===== config.mk =====
export PLATFORM = sky130hd
export DESIGN_NAME = can_bit_timing
export DESIGN_NICKNAME = d
export VERILOG_FILES = /design/src/include/can_bit_timing_pkg.sv /design/src/rtl/can_bit_timing.sv /design/src/rtl/rx_sync.sv /design/src/rtl/tq_prescaler.sv
export VERILOG_INCLUDE_DIRS = /design/src /design/src/include
export SDC_FILE = /design/constraint.sdc
export NUM_CORES = 1
export LEC_CHECK = 0
export BUFFER_PORTS_ARGS = -buffer_cell sky130_fd_sc_hd__clkbuf_2
export CORE_AREA = 2 2 176 143
export CTS_CLUSTER_SIZE = 40
export DETAILED_ROUTE_END_ITERATION = 16
export DIE_AREA = 0 0 178 145
export SETUP_SLACK_MARGIN = 0.02
export SYNTH_ARGS = -nofsm -noshare
export SYNTH_HDL_FRONTEND = slang
export SYNTH_HIERARCHICAL = 1
export SYNTH_SLANG_ARGS = --single-unit
export TNS_END_PERCENT = 1

===== constraint.sdc =====
create_clock -name clk -period 6.01 [get_ports clk]
set_clock_uncertainty 0.15 [all_clocks]
set_input_delay 1.803 -clock clk [delete_from_list [all_inputs] [get_ports clk]]
set_output_delay 1.803 -clock clk [all_outputs]
set_load 0.02 [all_outputs]

===== src/include/can_bit_timing_defines.svh =====
`ifndef CAN_BIT_TIMING_DEFINES_SVH
`define CAN_BIT_TIMING_DEFINES_SVH
// register byte offsets on the axi4-lite port
`define OFF_CTL 12'h000
`define OFF_BIT 12'h00C
`define OFF_EXT 12'h018
`define OFF_STAT 12'h01C
// control register bit positions
`define CTL_INIT 0
`define CTL_CCE 6
// field ranges in the written data word
`define F_BIT 14:0
`define F_EXT 3:0
`define F_STAT 5:0
// reset values
`define INIT_RST 1'h1
`define CCE_RST 1'h0
`define BIT_RST 15'h2301
`define EXT_RST 4'h0
// axi response codes
`define RESP_OKAY 2'h0
`define RESP_SLVERR 2'h2
// bus levels and fixed lengths
`define RECESSIVE 1'h1
`define RX_IDLE 3'h7
`define ONE_TQ 5'h01
`define ONE_CLK 11'h001
`endif


===== src/include/can_bit_timing_pkg.sv =====
package can_bit_timing_pkg;
	// bit timing register, minus-one fields, msb first
	typedef struct packed {
		logic [2:0] second_segment_field;
		logic [3:0] first_segment_field;
		logic [1:0] jump_width;
		logic [5:0] quantum_prescaler;
	} bit_cfg_t;
	// segment currently being counted
	typedef enum logic [1:0] {seg_sync, seg_first_segment_field, seg_second_segment_field} seg_t;
	// axi4-lite master to slave
	typedef struct packed {
		logic [11:0] awaddr;
		logic awvalid;
		logic [31:0] wdata;
		logic [3:0] wstrb;
		logic wvalid;
		logic bready;
		logic [11:0] araddr;
		logic arvalid;
		logic rready;
	} axil_req_t;
	// axi4-lite slave to master
	typedef struct packed {
		logic awready;
		logic wready;
		logic [1:0] bresp;
		logic bvalid;
		logic arready;
		logic [31:0] rdata;
		logic [1:0] rresp;
		logic rvalid;
	} axil_rsp_t;
	// prescaler state
	typedef struct packed {
		logic [10:0] cnt;
		logic tick;
	} presc_state_t;
	// pin synchroniser state
	typedef struct packed {
		logic [2:0] ff;
		logic lvl;
	} sync_state_t;
	// main block state
	typedef struct packed {
		logic ctl_init;
		logic ctl_cce;
		bit_cfg_t cfg;
		logic [3:0] ext;
		logic aw_got;
		logic [11:0] awaddr;
		logic w_got;
		logic [31:0] wdata;
		logic [3:0] wstrb;
		axil_rsp_t rsp;
		seg_t seg;
		logic [4:0] cnt;
		logic [4:0] lim1;
		logic [4:0] lim2;
		logic resynced;
		logic last_rx;
		logic rx_bit;
		logic sample;
		logic tx;
	} bt_state_t;
endpackage


===== src/rtl/can_bit_timing.sv =====
`timescale 1ns/1ns
`include "can_bit_timing_defines.svh"
// Functional notes
// - quantum is prescaler count of system clocks
// - bit has sync, prop, phase one, phase two
// - sync segment is always one quantum
// - propagation segment spans one to eight quanta
// - phase one lengthened by resync, one-eight quanta
// - phase two shortened by resync, one-eight quanta
// - jump width 1..4, not above phase segments
// - prescaler 1..64, extension widens to 1024
// - timing fields hold value minus one
// - bit length is fields plus three quanta
// - timing decisions advance once per quantum
// - receive sampled at sample point, transmit loaded at bit start
// - zero processing time after sample point
// - resync may cut phase two below that
// - each resync shift limited to jump width
// - edge distance from sync is phase error
// - bit time spans four to twenty-five quanta; the fields here allow three to twenty-five
// - bit rates up to 1000 kbit/s
// - timing writes need init and change enable
module can_bit_timing
(
	input wire logic clk,
	input wire logic rstn,
	input can_bit_timing_pkg::axil_req_t axi_req,
	output can_bit_timing_pkg::axil_rsp_t axi_rsp,
	input wire logic can_rx,
	output logic can_tx,
	input wire logic tx_bit,
	input wire logic bus_idle,
	output logic rx_bit,
	output logic sample_point
);
	import can_bit_timing_pkg::*;

	bt_state_t st_r; // registered state
	bt_state_t st_nxt; // next state
	logic tick; // one quantum elapsed
	logic rx_lvl; // filtered bus level
	logic edge_fall; // recessive to dominant seen this quantum
	logic cfg_open; // timing registers writable
	logic [10:0] presc; // effective prescaler
	logic [4:0] base1; // prop plus phase one in quanta
	logic [4:0] base2; // phase two in quanta
	logic [4:0] sjwq; // jump width in quanta
	logic [4:0] l1; // working phase one limit
	logic [4:0] l2; // working phase two limit
	logic [4:0] perr; // phase error magnitude
	logic [4:0] jump; // applied shift
	logic [31:0] wr_word; // merged write data
	logic [31:0] old_word; // current value of the addressed register

	// extension bits above the six prescaler bits; the sum cannot overflow
	assign presc = {st_r.ext, st_r.cfg.quantum_prescaler} + `ONE_CLK;
	assign base1 = {1'b0, st_r.cfg.first_segment_field} + `ONE_TQ;
	assign base2 = {2'b0, st_r.cfg.second_segment_field} + `ONE_TQ;
	assign sjwq = {3'b0, st_r.cfg.jump_width} + `ONE_TQ;
	assign cfg_open = st_r.ctl_init && st_r.ctl_cce;
	assign edge_fall = st_r.last_rx && !rx_lvl;

	tq_prescaler tq_prescaler_i
	(
		.clk(clk),
		.rstn(rstn),
		.run(!st_r.ctl_init),
		.div(presc),
		.tick(tick)
	);

	rx_sync rx_sync_i
	(
		.clk(clk),
		.rstn(rstn),
		.pin(can_rx),
		.lvl(rx_lvl)
	);

	// register read view
	function automatic logic [31:0] reg_view(input bt_state_t s, input logic [11:0] a, input logic lv);
		logic [31:0] v;
		v = '0;
		unique case (a)
			`OFF_CTL:
			begin
				v[`CTL_INIT] = s.ctl_init;
				v[`CTL_CCE] = s.ctl_cce;
			end
			`OFF_BIT: v[`F_BIT] = s.cfg;
			`OFF_EXT: v[`F_EXT] = s.ext;
			`OFF_STAT: v[`F_STAT] = {s.seg, s.resynced, s.tx, lv, s.rx_bit};
			default: v = '0;
		endcase
		return v;
	endfunction

	// address is one of the mapped words
	function automatic logic mapped(input logic [11:0] a);
		return a == `OFF_CTL || a == `OFF_BIT || a == `OFF_EXT || a == `OFF_STAT;
	endfunction

	// byte lane merge of write data over the old word; unwritten lanes keep their value
	assign old_word = reg_view(st_r, st_r.awaddr, rx_lvl);
	for (genvar i = 0; i < 4; i++)
	begin : g_lane
		assign wr_word[i*8 +: 8] = st_r.wstrb[i] ? st_r.wdata[i*8 +: 8] : old_word[i*8 +: 8];
	end

	// bus slave and bit timing next state
	always_comb
	begin
		st_nxt = st_r;
		l1 = st_r.lim1;
		l2 = st_r.lim2;
		perr = '0;
		jump = '0;
		st_nxt.sample = 1'b0;

		// write address and data may arrive in either order
		if (axi_req.awvalid && st_r.rsp.awready)
		begin
			st_nxt.aw_got = 1'b1;
			st_nxt.awaddr = axi_req.awaddr;
		end
		if (axi_req.wvalid && st_r.rsp.wready)
		begin
			st_nxt.w_got = 1'b1;
			st_nxt.wdata = axi_req.wdata;
			st_nxt.wstrb = axi_req.wstrb;
		end
		// both halves held: commit and answer
		if (st_r.aw_got && st_r.w_got && !st_r.rsp.bvalid)
		begin
			st_nxt.aw_got = 1'b0;
			st_nxt.w_got = 1'b0;
			st_nxt.rsp.bvalid = 1'b1;
			st_nxt.rsp.bresp = mapped(st_r.awaddr) ? `RESP_OKAY : `RESP_SLVERR;
			unique case (st_r.awaddr)
				`OFF_CTL:
				begin
					st_nxt.ctl_init = wr_word[`CTL_INIT];
					st_nxt.ctl_cce = wr_word[`CTL_CCE];
				end
				`OFF_BIT:
				begin
					// silently dropped unless configuration is open
					if (cfg_open)
						st_nxt.cfg = wr_word[`F_BIT];
				end
				`OFF_EXT:
				begin
					if (cfg_open)
						st_nxt.ext = wr_word[`F_EXT];
				end
				default:
				begin
					// status and unmapped words ignore writes
				end
			endcase
		end
		else if (st_r.rsp.bvalid && axi_req.bready)
		begin
			st_nxt.rsp.bvalid = 1'b0;
		end
		st_nxt.rsp.awready = !st_nxt.aw_got && !st_nxt.rsp.bvalid;
		st_nxt.rsp.wready = !st_nxt.w_got && !st_nxt.rsp.bvalid;

		// one read at a time, answered the next cycle
		if (axi_req.arvalid && st_r.rsp.arready)
		begin
			st_nxt.rsp.rvalid = 1'b1;
			st_nxt.rsp.rdata = reg_view(st_r, axi_req.araddr, rx_lvl);
			st_nxt.rsp.rresp = mapped(axi_req.araddr) ? `RESP_OKAY : `RESP_SLVERR;
		end
		else if (st_r.rsp.rvalid && axi_req.rready)
		begin
			st_nxt.rsp.rvalid = 1'b0;
		end
		st_nxt.rsp.arready = !st_nxt.rsp.rvalid;

		// initialisation parks the bit engine and keeps the bus recessive
		if (st_r.ctl_init)
		begin
			st_nxt.seg = seg_sync;
			st_nxt.cnt = '0;
			st_nxt.tx = `RECESSIVE;
			st_nxt.resynced = 1'b0;
			st_nxt.last_rx = `RECESSIVE;
		end
		else if (tick)
		begin
			st_nxt.last_rx = rx_lvl;
			if (edge_fall && bus_idle)
			begin
				// the edge quantum becomes the sync segment
				st_nxt.seg = seg_first_segment_field;
				st_nxt.cnt = '0;
				st_nxt.lim1 = base1;
				st_nxt.resynced = 1'b1;
				st_nxt.tx = tx_bit;
			end
			else
			begin
				unique case (st_r.seg)
					seg_sync:
					begin
						// fixed single quantum, edges here carry no error
						st_nxt.seg = seg_first_segment_field;
						st_nxt.cnt = '0;
						st_nxt.lim1 = base1;
					end
					seg_first_segment_field:
					begin
						// late edge: stretch phase one by at most the jump width
						if (edge_fall && !st_r.resynced)
						begin
							perr = st_r.cnt + `ONE_TQ;
							jump = (perr > sjwq) ? sjwq : perr;
							l1 = st_r.lim1 + jump;
							st_nxt.resynced = 1'b1;
						end
						st_nxt.lim1 = l1;
						if (st_r.cnt + `ONE_TQ >= l1)
						begin
							// sample point between the phase segments
							st_nxt.seg = seg_second_segment_field;
							st_nxt.cnt = '0;
							st_nxt.lim2 = base2;
							st_nxt.sample = 1'b1;
							st_nxt.rx_bit = rx_lvl;
							st_nxt.resynced = 1'b0;
						end
						else
						begin
							st_nxt.cnt = st_r.cnt + `ONE_TQ;
						end
					end
					seg_second_segment_field:
					begin
						if (edge_fall && !st_r.resynced)
						begin
							// early edge: error is the quanta left in phase two
							perr = st_r.lim2 - st_r.cnt;
							st_nxt.resynced = 1'b1;
							if (perr <= sjwq)
							begin
								// whole remainder dropped, edge starts the next bit
								l2 = st_r.cnt;
							end
							else
							begin
								l2 = st_r.lim2 - sjwq;
							end
						end
						st_nxt.lim2 = l2;
						if (edge_fall && !st_r.resynced && perr <= sjwq)
						begin
							st_nxt.seg = seg_first_segment_field;
							st_nxt.cnt = '0;
							st_nxt.lim1 = base1;
							st_nxt.tx = tx_bit;
						end
						else if (st_r.cnt + `ONE_TQ >= l2)
						begin
							// next bit is already valid: no processing gap
							st_nxt.seg = seg_sync;
							st_nxt.cnt = '0;
							st_nxt.tx = tx_bit;
						end
						else
						begin
							st_nxt.cnt = st_r.cnt + `ONE_TQ;
						end
					end
				endcase
			end
		end
	end

	// state register with power-on values
	always_ff @(posedge clk or negedge rstn)
	begin
		if (!rstn)
		begin
			st_r <= '0;
			st_r.ctl_init <= `INIT_RST;
			st_r.ctl_cce <= `CCE_RST;
			st_r.cfg <= `BIT_RST;
			st_r.ext <= `EXT_RST;
			st_r.tx <= `RECESSIVE;
			st_r.last_rx <= `RECESSIVE;
		end
		else
		begin
			st_r <= st_nxt;
		end
	end

	assign axi_rsp = st_r.rsp;
	assign can_tx = st_r.tx;
	assign rx_bit = st_r.rx_bit;
	assign sample_point = st_r.sample;

	property p_sync_one;
		@(posedge clk) disable iff (!rstn)
		st_r.seg == seg_sync && tick && !st_r.ctl_init |=> st_r.seg == seg_first_segment_field && st_r.cnt == '0;
	endproperty
	a_sync_one: assert property (p_sync_one) else $error("sync segment not one quantum");

	property p_sample_place;
		@(posedge clk) disable iff (!rstn)
		sample_point |-> st_r.seg == seg_second_segment_field && st_r.cnt == '0 && rx_bit == $past(rx_lvl);
	endproperty
	a_sample_place: assert property (p_sample_place) else $error("sample not at phase boundary");

	property p_cfg_locked;
		@(posedge clk) disable iff (!rstn)
		!cfg_open |=> $stable(st_r.cfg) && $stable(st_r.ext);
	endproperty
	a_cfg_locked: assert property (p_cfg_locked) else $error("timing changed while locked");

	property p_per_quantum;
		@(posedge clk) disable iff (!rstn)
		!tick && !st_r.ctl_init |=> $stable(st_r.cnt) && $stable(st_r.seg);
	endproperty
	a_per_quantum: assert property (p_per_quantum) else $error("timing moved between quanta");

	property p_jump_bound;
		@(posedge clk) disable iff (!rstn)
		st_r.seg == seg_first_segment_field |-> st_r.lim1 <= base1 + sjwq && st_r.lim1 >= base1;
	endproperty
	a_jump_bound: assert property (p_jump_bound) else $error("phase one stretched past jump width");

	property p_second_phase_buffer_bound;
		@(posedge clk) disable iff (!rstn)
		st_r.seg == seg_second_segment_field |-> st_r.lim2 <= base2 && st_r.cnt < base2;
	endproperty
	a_second_phase_buffer_bound: assert property (p_second_phase_buffer_bound) else $error("phase two longer than programmed");

	property p_tx_at_bit_start;
		@(posedge clk) disable iff (!rstn)
		$changed(can_tx) && !$past(st_r.ctl_init) |-> $past(tick) && st_r.seg != seg_second_segment_field;
	endproperty
	a_tx_at_bit_start: assert property (p_tx_at_bit_start) else $error("transmit bit changed mid bit");

	property p_hard_sync;
		@(posedge clk) disable iff (!rstn)
		tick && edge_fall && bus_idle && !st_r.ctl_init |=> st_r.seg == seg_first_segment_field && st_r.cnt == '0 && st_r.resynced;
	endproperty
	a_hard_sync: assert property (p_hard_sync) else $error("idle edge did not restart bit");
endmodule


===== src/rtl/rx_sync.sv =====
`timescale 1ns/1ns
`include "can_bit_timing_defines.svh"
// three-stage pin synchroniser with agreement filter
module rx_sync
(
	input wire logic clk,
	input wire logic rstn,
	input wire logic pin,
	output logic lvl
);
	import can_bit_timing_pkg::*;
	sync_state_t st_r; // registered state
	sync_state_t st_nxt; // next state

	// only stages two and three are compared; stage one may be metastable
	always_comb
	begin
		st_nxt = st_r;
		st_nxt.ff = {st_r.ff[1:0], pin};
		if (st_r.ff[1] == st_r.ff[2])
			st_nxt.lvl = st_r.ff[2];
	end

	// state register, idle bus reads recessive
	always_ff @(posedge clk or negedge rstn)
	begin
		if (!rstn)
			st_r <= {`RX_IDLE, `RECESSIVE};
		else
			st_r <= st_nxt;
	end

	assign lvl = st_r.lvl;
endmodule


===== src/rtl/tq_prescaler.sv =====
`timescale 1ns/1ns
`include "can_bit_timing_defines.svh"
// time quantum divider: one tick every div system clocks
module tq_prescaler
(
	input wire logic clk,
	input wire logic rstn,
	input wire logic run,
	input wire logic [10:0] div,
	output logic tick
);
	import can_bit_timing_pkg::*;
	presc_state_t st_r; // registered state
	presc_state_t st_nxt; // next state

	// count system clocks; stopped counter restarts phase cleanly on run
	always_comb
	begin
		st_nxt = st_r;
		st_nxt.tick = 1'b0;
		if (!run)
		begin
			st_nxt.cnt = '0;
		end
		else if (st_r.cnt >= div - `ONE_CLK)
		begin
			st_nxt.cnt = '0;
			st_nxt.tick = 1'b1;
		end
		else
		begin
			st_nxt.cnt = st_r.cnt + `ONE_CLK;
		end
	end

	// state register
	always_ff @(posedge clk or negedge rstn)
	begin
		if (!rstn)
			st_r <= '0;
		else
			st_r <= st_nxt;
	end

	assign tick = st_r.tick;

	// the quantum ends exactly at the programmed clock count
	property p_tick_wrap;
		@(posedge clk) disable iff (!rstn)
		run && $stable(run) && st_r.cnt == div - `ONE_CLK |=> tick;
	endproperty
	a_tick_wrap: assert property (p_tick_wrap) else $error("quantum tick missing at wrap");
endmodule

* Yosys cells after proc, flatten, opt, wreduce, memory -nomap -nowiden
Index checks and enable logic that the tools add are counted.
** Cells by class
- Add/subtract/negate cells :: 10
- Reductions and logical operators :: 46
- Bitwise logic cells :: 2
- Equality and inequality tests :: 15
- Multiplexer cells :: 68
- Magnitude comparators :: 6
** Operator list (count)
- two-way mux 5 bit :: 21
- == test 12 x 5 -> 1 bit (second input constant) :: 4
- two-way mux 37 bit :: 1
- case mux 12 bit (3 select lines) :: 1
- == test 12 x 4 -> 1 bit (second input constant) :: 2
- logical NOT 12 bit :: 2
- two-way mux 8 bit :: 3
- two-way mux 11 bit :: 2
- two-way mux 22 bit :: 1
- two-way mux 7 bit :: 3
- case mux 3 bit (3 select lines) :: 2
- two-way mux 1 bit :: 16
- two-way mux 2 bit :: 8
- AND reduction 3 bit :: 5
- logical AND 1 bit :: 14
- two-way mux 13 bit :: 1
- two-way mux 12 bit :: 1
- case mux 6 bit (2 select lines) :: 1
- adder 10 x 1 -> 11 bit (second input constant) :: 1
- adder 11 x 1 -> 11 bit (second input constant) :: 1
- greater-or-equal comparator 11 bit :: 1
- subtractor 11 x 1 -> 11 bit (second input constant) :: 1
- greater-or-equal comparator 5 bit :: 2
- less-or-equal comparator 5 x 3 -> 1 bit :: 2
- other kinds (29) :: 51
** Word-level totals
- Register bits after elaboration :: 133
- Output and inout port bits :: 44

* Longest topological paths before layout
Gate-level depths: netlist of the first run.
- Depth after elaboration :: 15
- Mapped depth :: 22
- Gate-level depth less buffers :: 21

* Hierarchy
Netlist of the first run, hierarchy kept.
** By module, submodules not included
- can_bit_timing :: instances 1, cells each 595, sequential area each 2411.1 um^2, area an instance 5985.7 um^2
- tq_prescaler :: instances 1, cells each 102, sequential area each 300.3 um^2, area an instance 1038.5 um^2
- rx_sync :: instances 1, cells each 5, sequential area each 105.1 um^2, area an instance 116.4 um^2

* Worst setup path after synthesis of the first run
OpenSTA, ideal clock, no wires.
- Path kind :: register -> register
- Start :: register st_r[15] (netlist bit)
- End :: register st_r[8] (netlist bit)
- Data required time :: 5739 ps
- Cell stages (with the launch flop) :: 21
- Arrival :: 4187 ps
- Slack :: 1552 ps
- Cells stage by stage :: dfrtp_1 ha_1 ha_1 nor2b_1 o21ai_0 maj3_1 nand2_1 mux2i_1 ha_1 inv_1 fa_1 nor2b_1 o21a_1 o21ai_0 xor2_1 ha_1 a21oi_1 o211ai_2 and2_1 buf_2 o22a_1
** On the way
- Cells in the longest elaborated chain, start to end :: 12
** RTL lines
- start, declared :: line can_bit_timing.sv:38 : bt_state_t st_r;
- start signal, assigned :: line can_bit_timing.sv:296 : st_r <= st_nxt;
- adder 5 x 1 -> 5 bit (no source line)
- greater-than comparator 5 x 3 -> 1 bit :: line can_bit_timing.sv:219 : jump = (perr > sjwq) ? sjwq : perr;
- two-way mux 5 bit :: line can_bit_timing.sv:219
- adder 5 bit :: line can_bit_timing.sv:220 : l1 = st_r.lim1 + jump;
- two-way mux 5 bit :: line can_bit_timing.sv:216 : if (edge_fall && !st_r.resynced)
- two-way mux 5 bit :: line can_bit_timing.sv:205 : unique case (st_r.seg)
- two-way mux 5 bit :: line can_bit_timing.sv:194 : if (edge_fall && bus_idle)
- two-way mux 5 bit :: line can_bit_timing.sv:191 : else if (tick)
- two-way mux 5 bit :: line can_bit_timing.sv:183 : if (st_r.ctl_init)
- greater-or-equal comparator 5 bit :: line can_bit_timing.sv:224 : if (st_r.cnt + `ONE_TQ >= l1)
- != test 2 bit (no source line)
- AND reduction 5 bit (no source line)
Several ways; a longest one is shown, not always the timed one. The select of a mux whose other input is x is not followed.
A chain may end at the register's enable or synchronous reset.

* Worst setup path in the final report of the first run
- Start :: register st_r[123] (netlist bit)
- End :: register st_r[9] (netlist bit)
** On the way
- Cells in the longest elaborated chain, start to end :: 12
** RTL lines (line)
- adder 2 x 1 -> 3 bit (no source line) *
- greater-than comparator 5 x 3 -> 1 bit :: can_bit_timing.sv:219
- two-way mux 5 bit :: can_bit_timing.sv:219
- adder 5 bit :: can_bit_timing.sv:220
- two-way mux 5 bit :: can_bit_timing.sv:216
- two-way mux 5 bit :: can_bit_timing.sv:205
- two-way mux 5 bit :: can_bit_timing.sv:194
- two-way mux 5 bit :: can_bit_timing.sv:191
- two-way mux 5 bit :: can_bit_timing.sv:183
- greater-or-equal comparator 5 bit :: can_bit_timing.sv:224
- != test 2 bit (no source line)
- AND reduction 5 bit (no source line)
Mark *: on every way between the ends. The rest lies on a longest branch, timed or not. The select of a mux whose other input is x is not followed.

==> results of run 1 <==
[flip-flops by register name, summed over array words and instances (netlist names), 2 cells and up]
name / count
rx_sync_i/st_nxt: 2
tq_prescaler_i/st_r: 11
st_r: 71
axi_rsp: 22
[placed cells by master, fill, tap and decap left out, types with 4 or more instances in the layout]
master	count
a21o_1	5
buf_4	7
nor3_2	10
conb_1	20
a22oi_1	4
and2_1	5
mux2i_1	12
nand3_1	22
dfrtp_1	101
clkbuf_16	9
a21oi_1	24
nand4_1	6
nor2b_1	12
o31ai_1	5
nand2_1	56
o22ai_1	4
dfstp_2	11
xnor2_1	29
nor4_1	5
a22o_1	9
nor2_1	36
nand2b_1	8
clkbuf_2	74
ha_1	48
o21a_1	5
o21ai_0	34
nor4_2	4
inv_1	35
xor2_1	14
nor3_1	19
mux2_2	58
a31oi_1	5
[metal layers]
metal  up-vias  GRT usage  wire [um]
li1       2546          -          -
met1      2467      0.210       8700
met2       155      0.173       6400
met3        10     0.0249       1030
met4         0     0.0258        171
met5         -          0          0
[how the worst min path moves through the flow]
stage	start	to	slack, ns	cells past startpoint
after CTS	rx_sync_i/st_nxt[2]$_DFF_PN1_	rx_sync_i/st_nxt[3]$_DFF_PN1_	0.21	0
after floorplan	rx_sync_i/st_nxt[2]$_DFF_PN1_	rx_sync_i/st_nxt[3]$_DFF_PN1_	0.20	0
final	rx_sync_i/st_nxt[2]$_DFF_PN1_	rx_sync_i/st_nxt[3]$_DFF_PN1_	0.21	0
after global placement	rx_sync_i/st_nxt[2]$_DFF_PN1_	rx_sync_i/st_nxt[3]$_DFF_PN1_	0.20	0
after global routing	rx_sync_i/st_nxt[2]$_DFF_PN1_	rx_sync_i/st_nxt[3]$_DFF_PN1_	0.22	0
after detailed placement	rx_sync_i/st_nxt[2]$_DFF_PN1_	rx_sync_i/st_nxt[3]$_DFF_PN1_	0.20	0
[final cells by class]
type	instances	area, um^2
Tap cell	318	398
Multi-Input combinational cell	514	3880
Clock inverter	6	72.6
Clock buffer	10	239
Fill cell	2448	16100
Inverter	35	131
Sequential cell	112	2820
Timing Repair Buffer	81	423
[metrics by stage]
stage,cells,setup slack [ns],power [mW]
after global routing,1076,0.517,3.08
after detailed placement,1060,0.904,2.25
final,1076,0.887,2.87
after floorplan,721,1.55,1.98
after CTS,1076,0.906,2.88
after global placement,1060,0.990,2.22
[critical path: stages, from the launching register on]
cell,delay [ns]
dfrtp_1,0.48
ha_1,0.39
inv_1,0.12
ha_1,0.31
nor2b_1,0.13
o21ai_0,0.09
maj3_1,0.35
nand2_1,0.13
mux2i_1,0.20
ha_1,0.19
inv_1,0.06
fa_1,0.40
nor2b_1,0.12
o21a_1,0.11
o21ai_0,0.09
xor2_1,0.31
ha_1,0.31
a21oi_1,0.26
o211ai_2,0.19
and2_1,0.32
nand2_1,0.19
o22ai_1,0.10
[Yosys cell counts, drive strengths merged, types with 4 or more instances]
| cell | n |
|---|---|
| o31ai | 5 |
| dfstp | 11 |
| a21oi | 24 |
| mux2i | 12 |
| nand4 | 6 |
| a22o | 9 |
| a22oi | 4 |
| xor2 | 14 |
| inv | 35 |
| nor3 | 29 |
| buf | 46 |
| mux2 | 58 |
| nand2b | 9 |
| nand3 | 23 |
| nor2b | 12 |
| clkbuf | 14 |
| nor4 | 9 |
| nor2 | 36 |
| nand2 | 58 |
| o22ai | 4 |
| dfrtp | 101 |
| or3 | 4 |
| o21ai | 35 |
| o41ai | 5 |
| o211ai | 4 |
| a21o | 5 |
| a31oi | 5 |
| and2 | 5 |
| nor3b | 5 |
| ha | 48 |
| xnor2 | 29 |
| o21a | 5 |
[power by group]
group | switching (mW) | internal (mW) | total [mW]
Sequential | 0.155 | 0.925 | 1.08
Clock | 0.313 | 0.309 | 0.622
Combinational | 0.659 | 0.505 | 1.16
[cells by family after synthesis]
logic type | share of synthesized area
compound gates | 0.120
xor+xnor | 0.0527
fa+ha+maj | 0.0969
buf+inv | 0.0734
flops | 0.394
mux | 0.108
other cells | 0.000525
simple gates | 0.153
==> impl_metrics.csv, run 1 <==
group,metric,value,unit
sta,period_minus_slack,5.12,ns
synth,yosysTopAreaCell,"dfrtp_1",
synth,syn_inst,702,
routing,first_pass_iters,6,
synth,avgSynthCellArea,10.2,um^2
clocking,cts-root-buf,"clkbuf_16",
finish,antenna_cells,0,
synth,synth_top_cell_area_share,0.354,
synth,ys_seq_area_frac,0.394,
sta,rsz0062_at_grt,"false",
synth,synth_cell_types,68,
synth,synth_area,7140,um^2
synth,ys_warn_count,6,
synth,ys_ff_latch,112,
place,placed_area,7640,um^2
power_and_ir_drop,p_leak,3.53,nW
clocking,cts_buffers,9,
finish,finish.utilization,0.331,
clocking,tritoncts,"built",
routing,wire_per_inst,15.1,um
power_and_ir_drop,powerDensity,360,nW/um^2
sta,slew_viol_final,0,
worst_setup_path,path_class,"flip-flop to flip-flop",
worst_setup_path,r2r_slack,0.89,ns
die,die_h,145,um
clocking,path_clk_slew,0.08,ns
sta,timing.fmax,0.195,GHz
global_route,grt_pass1_wl,26.6,mm
synth,synth_edf_count,0,
worst_setup_path,crit_path_max_fanout,10,
global_route,grt_pass1_vias,4864,
clocking,cts_max_path_buffers,2,
clocking,htree_num_levels,3,
clocking,post_cts_buffers,0,
routing,drc_errors,0,
worst_setup_path,critPathLaunch,"st_r[123]$_DFFE_PN0P_",
clocking,clock-sinks,112,
finish,nNetsFinal,874,
power_and_ir_drop,vdd_drop_max,0.000171,V
job,maxCapViolCount,0,
sta,tightest_slew,0.891,ns
finish,layout-drive-gt1-share,0.260,
die,num_io_pins,114,
worst_setup_path,critPathLaunchType,"flip-flop",
worst_hold_path,hold_path_class,"flip-flop to flip-flop",
routing,first_iter_violations,369,
outcome,status,"finished, final reports clean",
die,design.core.area,24100,um^2
worst_setup_path,cp-endpoint,"st_r[9]$_DFFE_PN0P_",
clocking,cts_hold_buf,0,
routing,ant_nets,0,
sta,fin_setup_tns,0,ns
clocking,clkLatencyLatePin,0.36,ns
place,port_buffers,75,
worst_setup_path,reg2reg_from,"st_r[123]$_DFFE_PN0P_",
global_route,grt_usage,0.129,
die,initial_utilization,0.297,
worst_setup_path,crit_required,6.09,ns
sta,setup_viol,0,
worst_setup_path,r2r_cells,21,
worst_setup_path,endpoint_kind,"flip-flop",
sta,hold_violations,0,
routing,vias,5178,
routing,viasPerCell,4.81,
place,routabilityCongestion,0.850,
global_route,overflow,0,
global_route,antenna_found_initial,0,
sta,holdWs,0.208,ns
synth,synth_area_leaders,"dfrtp_1 35%, mux2_2 9.1%, ha_1 8.4%, buf_4 4.4%, dfstp_2 4.0%",
routing,drt_wl_total,16.3,mm
sta,period_share,0.852,
sta,slew_headroom,0.404,
die,die_w,178,um
finish,final_cell_area,7960,um^2
worst_setup_path,critPathArrivalTime,5.20,ns
die,core.rowCount,51,
worst_setup_path,rr_endpoint,"st_r[9]$_DFFE_PN0P_",
clocking,post_cts_resized,0,
place,dp_hpwl,12.8,mm
global_route,grt_max_degree,58,
synth,ys.flop_type,"dfrtp_1",
finish,synthToLayoutAreaGrowth,11.4,%
die,die_area,25800,um^2
synth,synth_async_sr_flop_share,1.00,
No activity file was read; power rests on OpenSTA's default activity.
==> run 2, diff against run 1 <==
- ABC_AREA: unset -> 1
- CORE_AREA: 2 2 176 143 -> 2 2 177 144
- DIE_AREA: 0 0 178 145 -> 0 0 179 146
- clock period: 6.01 -> 4.8 ns (I/O delays scaled with it)
==> impl_metrics.csv, run 2 <==
group,metric,value,unit
outcome,status,"finished, final reports clean",
synth,ys_seq_area_frac,0.390,
die,design.core.area,24200,um^2
clocking,post_cts_resized,0,
sta,period_minus_slack,4.39,ns
synth,synth.mux.area_fraction,0.00554,
worst_setup_path,r2r_cells,25,
die,die_area,26100,um^2
die,initial_utilization,0.299,
finish,most-common-layout-cells,"211 x nand2_1, 116 x inv_1, 101 x dfrtp_1",
synth,synth_edf_count,0,
worst_setup_path,critPathArrivalTime,4.48,ns
routing,drt_wl_total,16.8,mm
synth,synth_cell_types,56,
synth,avgSynthCellArea,8.11,um^2
clocking,path_clk_slew,0.07,ns
die,num_io_pins,114,
synth,synth_adder_area_share,0.0914,
clocking,cts_hold_buf,0,
worst_setup_path,reg2reg_from,"st_r[123]$_DFFE_PN0P_",
sta,holdWs,0.210,ns
finish,antenna_cells,0,
sta,timing.fmax,0.228,GHz
power_and_ir_drop,vdd_drop_max,0.000176,V
global_route,grt_pass1_wl,27.7,mm
synth,yosysMostFrequentCell,"nand2_1",
synth,synth_async_sr_flop_share,1.00,
die,die_w,179,um
clocking,clkLatencyLatePin,0.36,ns
sta,hold_violations,0,
job,maxCapViolCount,0,
synth,syn_inst,891,
place,routabilityCongestion,0.837,
finish,nNetsFinal,1071,
worst_setup_path,path_class,"flip-flop to flip-flop",
routing,ant_nets,0,
clocking,post_cts_buffers,0,
routing,first_iter_violations,363,
synth,synth_top_cell_area_share,0.350,
finish,layout_commonest_cell,"nand2_1",
worst_hold_path,hold_path_startpoint,"rx_sync_i/st_nxt[2]$_DFF_PN1_",
routing,drc_errors,0,
synth,synth-xor-area-share,0.0424,
worst_setup_path,crit_path_max_fanout,4,
sta,tightest_slew,1.00,ns
power_and_ir_drop,totalPowerFinal,3.51,mW
finish,layout-drive-gt1-share,0.175,
global_route,antenna_found_initial,0,
die,core.rowCount,51,
global_route,overflow,0,
sta,layout_setup_ws,0.415,ns
sta,rsz0062_at_grt,"false",
sta,slew_headroom,0.332,
worst_setup_path,crit_required,4.90,ns
worst_setup_path,endpoint_kind,"flip-flop",
worst_hold_path,whs_endpoint,"rx_sync_i/st_nxt[3]$_DFF_PN1_",
global_route,grt_pass1_vias,5447,
place,pre_cts_ws,0.444,ns
global_route,grt_usage,0.132,
synth,synth_area,7230,um^2
worst_setup_path,r2r_slack,0.41,ns
clocking,tritoncts,"built",
routing,wire_per_inst,13.2,um
synth,synthSimpleGateAreaFrac,0.249,
synth,synth_area_leaders,"dfrtp_1 35%, nand2_1 11%, ha_1 8.3%, inv_1 6.0%, o21ai_0 4.5%",
worst_setup_path,critPathLaunchType,"flip-flop",
worst_hold_path,holdPathStages,0,
synth,ys.flop_type,"dfrtp_1",
worst_hold_path,hold_path_class,"flip-flop to flip-flop",
sta,fin_setup_tns,0,ns
synth,ys_warn_count,6,
clocking,cts-root-buf,"clkbuf_16",
routing,viasPerCell,4.51,
sta,slew_viol_final,0,
synth,ys_ff_latch,112,
power_and_ir_drop,powerDensity,436,nW/um^2
power_and_ir_drop,p_leak,3.93,nW
place,port_buffers,75,
finish,regMostFlops,"st_r",
sta,setup_viol,0,
finish,largest_reg_flops,71,
place,dp_hpwl,13.3,mm
clocking,cts_buffers,9,
synth,yosysTopAreaCell,"dfrtp_1",
routing,vias,5742,
synth,synth_compound_area_frac,0.104,
finish,finish.utilization,0.333,
sta,period_share,0.914,
global_route,grt_max_degree,81,
finish,synthToLayoutAreaGrowth,11.5,%
routing,first_pass_iters,5,
clocking,clock-sinks,112,
synth,synth_top_cells_by_count,"211 x nand2_1, 116 x inv_1, 101 x dfrtp_1",
die,die_h,146,um
synth,synth_top_family_by_area,"simple AND/OR/NAND/NOR gates",
clocking,cts_max_path_buffers,2,
clocking,htree_num_levels,3,
worst_setup_path,rr_endpoint,"st_r[20]$_DFFE_PN0P_",
==> run 2: cell count changes after synthesis, sizes merged, moves of 8 or more <==
cell | previous run | this run
a22o | 9 | 0
xor2 | 14 | 28
inv | 35 | 124
nand2 | 58 | 221
xnor2 | 29 | 7
nor2b | 12 | 0
mux2i | 12 | 4
o21ai | 35 | 71
nand2b | 9 | 0
nor3 | 29 | 14
nor2 | 36 | 64
nand3 | 23 | 48
mux2 | 58 | 0
==> run 2: report_power, final <==
part	total (mW)	leakage (nW)	switching, mW	internal (mW)
Clock	0.787	0.146	0.372	0.414
Sequential	1.31	1.44	0.150	1.16
Combinational	1.42	2.34	0.917	0.502
Total	3.51	3.93	1.44	2.08
==> run 2: layer usage <==
metal,track usage,share of wire,vias to the layer above
li1,-,-,2953
met1,0.194,0.50,2680
met2,0.205,0.46,100
met3,0.0217,0.039,9
met4,0.0228,0.0056,0
met5,0,0,-
==> run 2: worst max-delay path: stages, from the launching register on <==
cell and delay, ns:
dfrtp_1 0.43, ha_2 0.39, inv_1 0.07, ha_1 0.29
inv_1 0.06, nor2_1 0.03, o21ai_0 0.16, o21ai_0 0.11
o21ai_0 0.08, nand2_1 0.11, o21ai_1 0.14, ha_1 0.17
inv_1 0.05, fa_1 0.40, nor2_1 0.12, nor2_1 0.04
nor2_1 0.07, o21ai_0 0.10, xor2_1 0.17, inv_1 0.09
ha_1 0.31, nand2_1 0.16, nand4_4 0.15, or2_4 0.27
nand4_1 0.09, nand2_1 0.06
==> run 2: how the worst max path moves through the flow <==
| stage | start | to | slack [ns] | cells past startpoint |
|---|---|---|---|---|
| 2_1_floorplan | st_r[15]$_DFFE_PN0P_ | st_r[20]$_DFFE_PN0P_ | 0.80 | 24 |
| 5_1_grt | st_r[123]$_DFFE_PN0P_ | st_r[5]$_DFFE_PN0P_ | 0.03 | 25 |
| 4_1_cts | st_r[123]$_DFFE_PN0P_ | st_r[20]$_DFFE_PN0P_ | 0.41 | 25 |
| 3_3_place_gp | st_r[123]$_DFFE_PN0P_ | st_r[6]$_DFFE_PN0P_ | 0.45 | 28 |
| 3_5_place_dp | st_r[123]$_DFFE_PN0P_ | st_r[6]$_DFFE_PN0P_ | 0.44 | 28 |
| 6_report | st_r[123]$_DFFE_PN0P_ | st_r[20]$_DFFE_PN0P_ | 0.41 | 25 |
==> run 2: cell families after synthesis <==
| logic type | Yosys count |
|---|---|
| buf+inv | 178 |
| fa+ha+maj | 51 |
| simple gates | 378 |
| flops | 112 |
| other cells | 1 |
| xor+xnor | 35 |
| compound gates | 132 |
| mux | 4 |
==> run 2: metrics by stage <==
stage,std cells,instance area [um^2]
2_1_floorplan,910,7300
3_3_place_gp,1257,7750
3_5_place_dp,1257,7750
4_1_cts,1273,8050
5_1_grt,1273,8060
6_report,1273,8060
==> run 2: area by class of cell <==
type	count	area, um^2
clock buffer	10	229
sequential	112	2820
inverter	126	475
clock inverter	6	75.1
timing repair buffer	81	423
tap	318	398
fill	2538	16100
multi-input combinational	620	3640
